--- config.mk ---
export PLATFORM = sky130hd
export DESIGN_NAME = drs_sequencer
export DESIGN_NICKNAME = d
export VERILOG_FILES = /design/src/drs_pkg.sv /design/src/drs_sequencer.sv
export SDC_FILE = /design/constraint.sdc
export NUM_CORES = 1
export LEC_CHECK = 0
export ABC_AREA = 0
export BUFFER_PORTS_ARGS = -buffer_cell sky130_fd_sc_hd__buf_4
export CAP_MARGIN = 20
export CORE_UTILIZATION = 36
export DETAILED_ROUTE_END_ITERATION = 8
export PLACE_DENSITY = 0.66
export SLEW_MARGIN = 20
export SYNTH_ARGS = -nofsm -noshare
export SYNTH_HDL_FRONTEND = slang
export SYNTH_SLANG_ARGS = --single-unit
--- constraint.sdc ---
create_clock -name ref_clk -period 6.7 [get_ports ref_clk]
set_clock_uncertainty 0.05 [all_clocks]
set_input_delay 1.34 -clock ref_clk [delete_from_list [all_inputs] [get_ports ref_clk]]
set_output_delay 1.34 -clock ref_clk [all_outputs]
set_load 0.02 [all_outputs]
--- src/drs_pkg.sv ---
package drs_pkg;
   // ----------------------------------------
   // Setting encodings
   // ----------------------------------------
   localparam logic [2:0] SEQ_OFF = 3'h0;
   localparam logic [2:0] SEQ_RESUME_MAX = 3'h3;
   localparam logic [1:0] DIR_STOP = 2'h0;
   localparam logic [1:0] DIR_FWD = 2'h1;
   localparam logic [1:0] DIR_REV = 2'h2;
   localparam int NUM_STEPS = 8;
   localparam logic [3:0] MAX_ATTEMPTS = 4'hA;
   // ----------------------------------------
   // Timing
   // ----------------------------------------
   localparam int CLK_HZ = 100_000_000;
   localparam int TENTH_S_NS = 100_000_000;
   localparam int CLK_PERIOD_NS = 10;
   localparam int TICK_CYCLES = TENTH_S_NS / CLK_PERIOD_NS;
   localparam int FIXED_WAIT_MS = 500;
   localparam logic [13:0] FIXED_WAIT_TENTHS = 14'h0005;
   localparam logic [13:0] MAX_DELAY_TENTHS = 14'h1F40;
   localparam logic [7:0] MAX_DCB_TENTHS = 8'hFF;
   localparam logic [15:0] MIN_DCB_FREQ = 16'h000A;
   localparam logic [15:0] MAX_DCB_FREQ = 16'h03E8;
   localparam logic [4:0] MAX_DCB_LEVEL = 5'h14;
   // ----------------------------------------
   // Carriers
   // ----------------------------------------
   typedef struct packed {
      logic [15:0] freq;   // 0.01 Hz units
      logic [15:0] time10; // 0.1 s units
      logic [1:0] dir;
   } drs_step_t;
   typedef struct packed {
      logic [15:0] freq;
      logic [1:0] dir;
      logic run;
      logic accelSet2;
      logic coast;
      logic dcBrake;
      logic [4:0] dcLevel;
   } drs_cmd_t;
   typedef enum logic [5:0] {
      ST_IDLE = 6'b000001,
      ST_RUN = 6'b000010,
      ST_DECEL = 6'b000100,
      ST_BRAKE = 6'b001000,
      ST_FAULT = 6'b010000,
      ST_WAIT = 6'b100000
   } drs_state_t;
endpackage

--- src/drs_sequencer.sv ---
// What this block does
// - Single-cycle modes run every configured step once, then stop output.
// - Periodic modes wrap from last step to first, forever while running.
// - Hold modes keep running at final step frequency after one cycle.
// - Modes one to three resume from the unfinished step after interruption.
// - Modes four to six restart at step zero after interruption, except when run returns during deceleration.
// - Sequencer ramps use the global accel/decel set one or two.
// - Step zero frequency comes from keypad; time and direction from step-zero settings.
// - Step direction: zero stop, one forward, two reverse.
// - Under-voltage removes output drive immediately while running; deceleration and DC braking carry on.
// - Power-loss restart disabled: no self-start after supply returns.
// - Power-loss restart enabled: resume at prior frequency, unlimited times.
// - Power-loss restart needs processor alive and run switch on; run source and direct-start are not checked.
// - Fault restart attempts zero to ten; zero forbids auto restart.
// - Nonzero attempts, zero delay: restart at prior frequency after fixed wait.
// - Nonzero delay: wait programmed delay, zero to 800.0 s in tenths; larger settings are waited unclamped.
// - No fault auto-restart during DC braking or decelerating to stop.
// - Reset mode zero: fault reset accepted only with run command off.
// - Reset mode one: fault reset accepted with run on or off.
// - Direct start enabled, external source: run switch on at power-up starts.
// - Direct start disabled, external source: switch on at power-up blocks start and flashes indication.
// - DC braking clamps the level to its maximum; start frequency and duration are used as set, unclamped.
// - Stop method zero ramps down using the globally selected accel/decel set one or two.
// - Stop method one removes drive at once, motor coasts.
`timescale 1ns/1ps
`default_nettype none
module drs_sequencer #(
   parameter int TICK = drs_pkg::TICK_CYCLES
) (
   input wire logic ref_clk,
   input wire logic rst,
   input wire logic runSwitchPin,
   input wire logic faultResetPin,
   input wire logic seqEnablePin,
   input wire logic underVoltagePin,
   input wire logic faultTrip,
   input wire logic cpuPowerOk,
   input wire logic extRunSource,
   input wire logic [2:0] seqMode,
   input wire drs_pkg::drs_step_t [drs_pkg::NUM_STEPS-1:0] steps,
   input wire logic [15:0] keypadFreq,
   input wire logic [15:0] outFreqNow,
   input wire logic accelSet2,
   input wire logic powerLossRestart,
   input wire logic [13:0] restartDelay,
   input wire logic [3:0] restartAttempts,
   input wire logic resetMode,
   input wire logic directStartOff,
   input wire logic [15:0] dcStartFreq,
   input wire logic [4:0] dcLevel,
   input wire logic [7:0] dcTime,
   input wire logic stopMethod,
   output drs_pkg::drs_cmd_t cmd,
   output logic [2:0] stepIdx,
   output logic faulted,
   output logic startBlockedIndication
);
   // ----------------------------------------
   // Input synchronisers
   // ----------------------------------------
   logic [4:0] syncA_r, syncB_r;
   always_ff @(posedge ref_clk) begin
      if (rst) begin
         syncA_r <= 5'h00;
         syncB_r <= 5'h00;
      end else begin
         syncA_r <= {runSwitchPin, faultResetPin, seqEnablePin, underVoltagePin, faultTrip};
         syncB_r <= syncA_r;
      end
   end
   logic runSw, rstReq, seqEn, uv, trip;
   assign {runSw, rstReq, seqEn, uv, trip} = syncB_r;

   // ----------------------------------------
   // Tenth-second tick
   // ----------------------------------------
   logic [31:0] divCnt_r;
   logic tick;
   assign tick = (divCnt_r == 32'(TICK - 1));
   always_ff @(posedge ref_clk) begin
      if (rst || tick) divCnt_r <= 32'h0000_0000;
      else divCnt_r <= divCnt_r + 32'h0000_0001;
   end

   // ----------------------------------------
   // Run switch edges and power-up check
   // ----------------------------------------
   logic runPrev_r, firstSample_r, blocked_r, puStart_r;
   logic runRise;
   assign runRise = runSw && !runPrev_r;
   always_ff @(posedge ref_clk) begin
      if (rst) begin
         runPrev_r <= 1'b0;
         firstSample_r <= 1'b1;
         blocked_r <= 1'b0;
         puStart_r <= 1'b0;
      end else begin
         runPrev_r <= runSw;
         // One-cycle start request when the switch is already on at power-up
         puStart_r <= firstSample_r && divCnt_r == 32'h0000_0002 && runSw && extRunSource
            && !directStartOff;
         if (firstSample_r && divCnt_r == 32'h0000_0002) begin
            firstSample_r <= 1'b0;
            // Switch already on at power-up
            if (runSw && extRunSource && directStartOff) blocked_r <= 1'b1;
         end else if (!runSw) begin
            blocked_r <= 1'b0;
         end
      end
   end
   always_ff @(posedge ref_clk) begin
      // Blinks at the tick rate
      if (rst) startBlockedIndication <= 1'b0;
      else startBlockedIndication <= blocked_r && divCnt_r < 32'(TICK / 2);
   end

   // ----------------------------------------
   // Main state machine
   // ----------------------------------------
   drs_pkg::drs_state_t state_r;
   logic [2:0] step_r;
   logic [15:0] stepTime_r, heldFreq_r, waitCnt_r;
   logic [3:0] tries_r;
   logic cycleDone_r, uvSeen_r;
   drs_pkg::drs_step_t cur;
   logic seqMode_on, resumeMode, periodic, holdMode, stepUnused, lastStep;
   always_comb begin
      cur = steps[step_r];
      if (step_r == 3'h0) cur.freq = keypadFreq;
   end
   assign seqMode_on = seqEn && seqMode != drs_pkg::SEQ_OFF;
   assign resumeMode = seqMode <= drs_pkg::SEQ_RESUME_MAX;
   assign periodic = seqMode == 3'h2 || seqMode == 3'h5;
   assign holdMode = seqMode == 3'h3 || seqMode == 3'h6;
   assign stepUnused = cur.freq == 16'h0000 && cur.time10 == 16'h0000;
   logic [2:0] nextStep;
   assign nextStep = step_r + 3'h1;
   assign lastStep = step_r == 3'h7 || (steps[nextStep].freq == 16'h0000
      && steps[nextStep].time10 == 16'h0000);
   logic runOk;
   // Nothing starts before the power-up switch check has run
   assign runOk = runSw && !blocked_r && !uv && !firstSample_r;
   logic resetOk;
   assign resetOk = rstReq && (resetMode || !runSw);
   logic [13:0] delayTenths;
   assign delayTenths = (restartDelay == 14'h0000) ? drs_pkg::FIXED_WAIT_TENTHS
      : restartDelay;

   always_ff @(posedge ref_clk) begin
      if (rst) begin
         state_r <= drs_pkg::ST_IDLE;
         step_r <= 3'h0;
         stepTime_r <= 16'h0000;
         heldFreq_r <= 16'h0000;
         waitCnt_r <= 16'h0000;
         tries_r <= 4'h0;
         cycleDone_r <= 1'b0;
         uvSeen_r <= 1'b0;
      end else begin
         if (uv && state_r == drs_pkg::ST_RUN) begin
            uvSeen_r <= powerLossRestart && cpuPowerOk;
            heldFreq_r <= outFreqNow;
            state_r <= drs_pkg::ST_IDLE;
            if (!resumeMode) step_r <= 3'h0;
         end else if (trip && state_r != drs_pkg::ST_FAULT && state_r != drs_pkg::ST_WAIT) begin
            heldFreq_r <= outFreqNow;
            if (!resumeMode) step_r <= 3'h0;
            // Braking or stopping suppresses retry
            if (restartAttempts != 4'h0 && tries_r < restartAttempts && tries_r < drs_pkg::MAX_ATTEMPTS
                && state_r != drs_pkg::ST_BRAKE && state_r != drs_pkg::ST_DECEL) begin
               state_r <= drs_pkg::ST_WAIT;
               waitCnt_r <= {2'h0, delayTenths};
            end else begin
               state_r <= drs_pkg::ST_FAULT;
            end
         end else begin
            case (state_r)
               drs_pkg::ST_IDLE: begin
                  if (uvSeen_r && !uv && runOk) begin
                     uvSeen_r <= 1'b0;
                     state_r <= drs_pkg::ST_RUN;
                  end else if (runRise && runOk) begin
                     heldFreq_r <= 16'h0000;
                     cycleDone_r <= 1'b0;
                     if (!resumeMode) step_r <= 3'h0;
                     stepTime_r <= 16'h0000;
                     state_r <= drs_pkg::ST_RUN;
                  end else if (puStart_r && runOk) begin
                     state_r <= drs_pkg::ST_RUN;
                  end
                  if (!runSw) uvSeen_r <= uvSeen_r && powerLossRestart;
               end
               drs_pkg::ST_RUN: begin
                  if (!runSw) begin
                     tries_r <= 4'h0;
                     if (stopMethod) state_r <= drs_pkg::ST_IDLE;
                     else state_r <= drs_pkg::ST_DECEL;
                  end else if (seqMode_on && !cycleDone_r && tick) begin
                     if (stepTime_r + 16'h0001 >= cur.time10) begin
                        stepTime_r <= 16'h0000;
                        if (lastStep || stepUnused) begin
                           if (periodic) step_r <= 3'h0;
                           else if (holdMode) cycleDone_r <= 1'b1;
                           else begin
                              step_r <= 3'h0;
                              state_r <= drs_pkg::ST_DECEL;
                           end
                        end else begin
                           step_r <= nextStep;
                        end
                     end else begin
                        stepTime_r <= stepTime_r + 16'h0001;
                     end
                  end
               end
               drs_pkg::ST_DECEL: begin
                  if (runRise && runOk) state_r <= drs_pkg::ST_RUN;
                  else if (outFreqNow <= dcStartFreq) begin
                     waitCnt_r <= {8'h00, dcTime};
                     state_r <= drs_pkg::ST_BRAKE;
                  end
               end
               drs_pkg::ST_BRAKE: begin
                  if (waitCnt_r == 16'h0000) state_r <= drs_pkg::ST_IDLE;
                  else if (tick) waitCnt_r <= waitCnt_r - 16'h0001;
               end
               drs_pkg::ST_WAIT: begin
                  if (waitCnt_r == 16'h0000) begin
                     tries_r <= tries_r + 4'h1;
                     state_r <= drs_pkg::ST_RUN;
                  end else if (tick) waitCnt_r <= waitCnt_r - 16'h0001;
               end
               drs_pkg::ST_FAULT: begin
                  if (resetOk) begin
                     tries_r <= 4'h0;
                     state_r <= drs_pkg::ST_IDLE;
                  end
               end
               default: state_r <= drs_pkg::ST_IDLE;
            endcase
         end
      end
   end

   // ----------------------------------------
   // Command output
   // ----------------------------------------
   always_ff @(posedge ref_clk) begin
      if (rst) begin
         cmd <= '0;
      end else begin
         cmd.accelSet2 <= accelSet2;
         cmd.run <= state_r == drs_pkg::ST_RUN && !uv;
         cmd.coast <= !(state_r == drs_pkg::ST_RUN || state_r == drs_pkg::ST_DECEL);
         cmd.dcBrake <= state_r == drs_pkg::ST_BRAKE;
         cmd.dcLevel <= (dcLevel > drs_pkg::MAX_DCB_LEVEL) ? drs_pkg::MAX_DCB_LEVEL : dcLevel;
         // Zero whenever not running, so a stop never leaves a stale target
         if (state_r != drs_pkg::ST_RUN) begin
            cmd.freq <= 16'h0000;
         end else if (heldFreq_r != 16'h0000 && !seqMode_on) begin
            cmd.freq <= heldFreq_r;
         end else if (seqMode_on) begin
            cmd.freq <= cur.freq;
            cmd.dir <= cur.dir;
            if (cur.dir == drs_pkg::DIR_STOP) cmd.freq <= 16'h0000;
         end else begin
            cmd.freq <= keypadFreq;
            cmd.dir <= drs_pkg::DIR_FWD;
         end
      end
   end
   assign stepIdx = step_r;
   assign faulted = state_r == drs_pkg::ST_FAULT;
endmodule // drs_sequencer
`default_nettype wire

==> metrics.yaml <==
final_layout:
  fin_nets: 1964
  multi_input_area_um2: 7110
  seq_area_um2: 2750
  drive_above_1_share_pct: 33.0
  fillerInstances: 2721
  area_growth_pct: 37.8
  stdcell_count: 1946
power:
  ir_drop_uv: 214
  power_density_nw_per_um2: 166
  p_sw_share_pct: 28.0
  internal_power_w: 0.00168
  total_leakage_power_nw: 5.72
  power.share.sequential_pct: 36.5
  combPwrFrac_pct: 22.2
  pwr-share-clk_pct: 41.3
  p_sw_w: 0.000655
placement:
  gp_congestion: 1.00
  dp_hpwl_um: 38300
  placed_cells: 1912
  portBuffers: 399
critical_path:
  crit_chain: "buf_4 > mux4_2 > mux2_2 > ha_1 > nand2b_1 > a211oi_1 > o31ai_1 > a211oi_1 > buf_4 > a211oi_1 > o22a_1 > o41a_1 > o31ai_1"
  crit_arrival_ns: 4.67
  required_ns: 6.92
  crit_path_end_kind: "register"
  critPathMaxStageDelay_ns: 0.86
  cp_top_family: "compound AO/OA/AOI/OAI gates"
  worstSetupPathType: "register to register"
  start_kind: "register"
  rrSetupSlack_ns: 2.25
  r2r_cells: 13
  path_common_cell: "a211oi_1"
  r2r_end: "stepIdx[1]"
  reg2reg_from: "stepIdx[0]"
  crit_buf_inv: 2
  crit_fanout: 45
  crit_slowest_cell: "dfxtp_2"
timing:
  rsz0062_at_grt: "no"
  finalCritPeriodShare_pct: 66.4
  finalSetupViolCount: 0
  hold_viol: 0
  relSlewSlack_pct: 27.6
  drv_slew: 0
  tns_ns: 0
  max_freq_ghz: 0.225
  tightestPinTransition_ns: 1.08
  post-route-min-period_ns: 4.45
synth:
  ys_seq_area_share_pct: 26.8
  post_synth_and_or_nand_nor_area_fraction_pct: 26.2
  synth_compound_area_share_pct: 16.7
  synth-adder-area-share_pct: 5.25
  synth_nets: 1603
  postSynthCellCount: 1192
  synth.area.mux_share_pct: 16.9
  synth_edf_count: 0
  postSynthAreaPerCell_um2: 8.59
  netlist_area_um2: 10200
  postSynth.asyncResetShare_pct: 0
  ys_ff_latch: 137
  yosysWarnings: 0
  synth_top_family_by_area: "simple AND/OR/NAND/NOR gates"
  synthXorXnorAreaFrac_pct: 4.28
  synthFlopType: "dfxtp_1"
  yosysUniqueCellTypes: 75
run_status:
  status: "finished clean"
detailed_routing:
  via_count: 11500
  dr.first_iter.drc_count: 894
  drc: 0
  viasPerCell: 5.88
  drt_first_pass_iters: 5
  avgRoutedWirePerCell_um: 23.6
  finalWirelength_um: 45900
  ant_nets: 0
floorplan:
  fp.coreArea_um2: 27900
  die_area_um2: 29100
  initial_core_util_pct: 36.8
  die_h_um: 171
  die_w_um: 171
  io_pins: 400
  row_count: 61
run:
  cap_violations: 0
cts:
  htreeDepth: 4
  cts_resized: 0
  root_buffer: "clkbuf_16"
  cts-buffers-inserted: 17
  holdBufCountCts: 0
  clock_sinks: 137
  path_clk_slew_ns: 0.06
  cts_tree: "done"
  max-clock-path-buffers: 2
  insertion_delay_ns: 0.42
  postCtsSetupBuffers: 0
hold_path:
  hold_start: "syncA_r[4]"
  hold_depth: 1
  whs_endpoint: "syncB_r[4]"
  hp-class: "register to register"
grt:
  grt_pass1_wl_um: 67700
  grt-ovfl-total: 0
  antenna_found_initial: 1
  grtUsageTotal_pct: 31.4
  grt_max_degree: 76
  grt_pass1_vias: 11100
==> layout by cell type, fill, tap and decap left out, types with 5 or more instances in the layout <==
master and count:
a221o_1 13, a211oi_1 21, nand3_1 33, nor2b_1 18, or4_1 9, a22oi_1 36, nor2_1 139, nor3b_1 7
ha_1 43, or2_2 5, clkbuf_16 17, nand2_1 81, and4_1 9, o21a_1 6, xnor2_1 17, dfxtp_1 135
a21oi_1 60, xor2_1 33, or3_1 5, mux2i_1 47, nand3b_1 13, inv_1 34, and2_1 6, nor4b_1 6
nand2b_1 6, nand4_1 23, a31oi_1 5, o22ai_1 14, a21o_1 9, o211ai_1 8, mux4_2 53, buf_4 404
nor4_1 77, nor3_1 33, and3_1 18, o21ai_0 38, mux2_2 6
==> state kept, by name, indices dropped and copies added (netlist names), 3 cells and up <==
signal	cells
divCnt_r	32
stepIdx	3
syncA_r	5
heldFreq_r	16
syncB_r	5
stepTime_r	16
state_r	6
tries_r	4
waitCnt_r	16
cmd	27
==> final cells by class <==
type                       instances  area share [%]
antenna                            2          0.0355
clock inverter                    14            1.21
sequential                       137            19.5
clock buffer                      18            3.04
multi-input combinational        958            50.4
inverter                          34           0.904
tap                              378            3.35
timing repair buffer             405            21.6
==> synthesized netlist by cell type (13+ instances only) <==
| library cell | count | area (um2) |
|---|---|---|
| nor2_1 | 140 | 526 |
| dfxtp_1 | 137 | 2740 |
| nand2_1 | 82 | 308 |
| nor4_1 | 77 | 482 |
| a21oi_1 | 60 | 300 |
| mux4_2 | 53 | 1190 |
| mux2i_1 | 47 | 470 |
| ha_1 | 43 | 538 |
| o21ai_0 | 38 | 190 |
| a22oi_1 | 36 | 270 |
| clkbuf_1 | 35 | 131 |
| inv_1 | 34 | 128 |
| nand3_1 | 33 | 165 |
| nor3_1 | 33 | 165 |
| xor2_1 | 33 | 289 |
| nand4_1 | 23 | 144 |
| a211oi_1 | 21 | 158 |
| and3_1 | 18 | 113 |
| nor2b_1 | 18 | 113 |
| xnor2_1 | 17 | 149 |
| buf_2 | 14 | 70.1 |
| o22ai_1 | 14 | 87.6 |
| a221o_1 | 13 | 130 |
| nand3b_1 | 13 | 97.6 |
==> per-stage QoR <==
stage | worst slack, ns | hold slack (ns) | total power (W) | util, % | cell area (um2)
global placement | 2.28 | 0.371 | 0.00138 | 48.5 | 13500
global route | 2.02 | 0.411 | 0.00243 | 50.7 | 14100
CTS | 2.31 | 0.397 | 0.00234 | 50.6 | 14100
finish | 2.25 | 0.399 | 0.00234 | 50.7 | 14100
detailed placement | 2.20 | 0.385 | 0.00138 | 48.5 | 13500
floorplan | 2.72 | 0.364 | 0.00109 | - | 10200
==> worst max path at each step <==
stage | cells after the start | start | endpoint | slack [ns]
after CTS | 13 | stepIdx[0] | stepIdx[1] | 2.31
after detailed placement | 13 | steps[138] | stepIdx[1] | 2.20
after floorplan | 16 | stepIdx[0] | stepTime_r[11] | 2.72
after global routing | 13 | stepIdx[0] | stepIdx[1] | 2.02
final | 13 | stepIdx[0] | stepIdx[1] | 2.25
after global placement | 13 | steps[138] | stepIdx[1] | 2.28
==> logic make-up (layout without fill, tap and decap cells) <==
kind of cell / Yosys count / after routing
AOI/OAI and AO/OA: 253 / 253
muxes: 106 / 106
and+or+nand+nor: 506 / 506
DFF: 137 / 137
buffers and inverters: 97 / 471
xor gates and xnor gates: 50 / 50
adders and majority gates: 43 / 43
other: 0 / 2
==> per-layer routing <==
layer  wire length, um  GRT usage (%)  vias up
li1                  -              -     5323
met1             20000           41.7     5540
met2             21500           51.8      512
met3              2940           5.02       76
met4              1410           10.3        0
met5                 0              0        -
==> power groups by stage <==
stage | combinational (W) | clock [W] | sequential, W
finish | 0.000520 | 0.000965 | 0.000852
global route | 0.000561 | 0.00101 | 0.000855
CTS | 0.000514 | 0.000975 | 0.000852
detailed placement | 0.000512 | 0 | 0.000870
global placement | 0.000508 | 0 | 0.000869
floorplan | 0.000220 | 0 | 0.000870
Note: power is estimated with default switching activity, not from simulation.
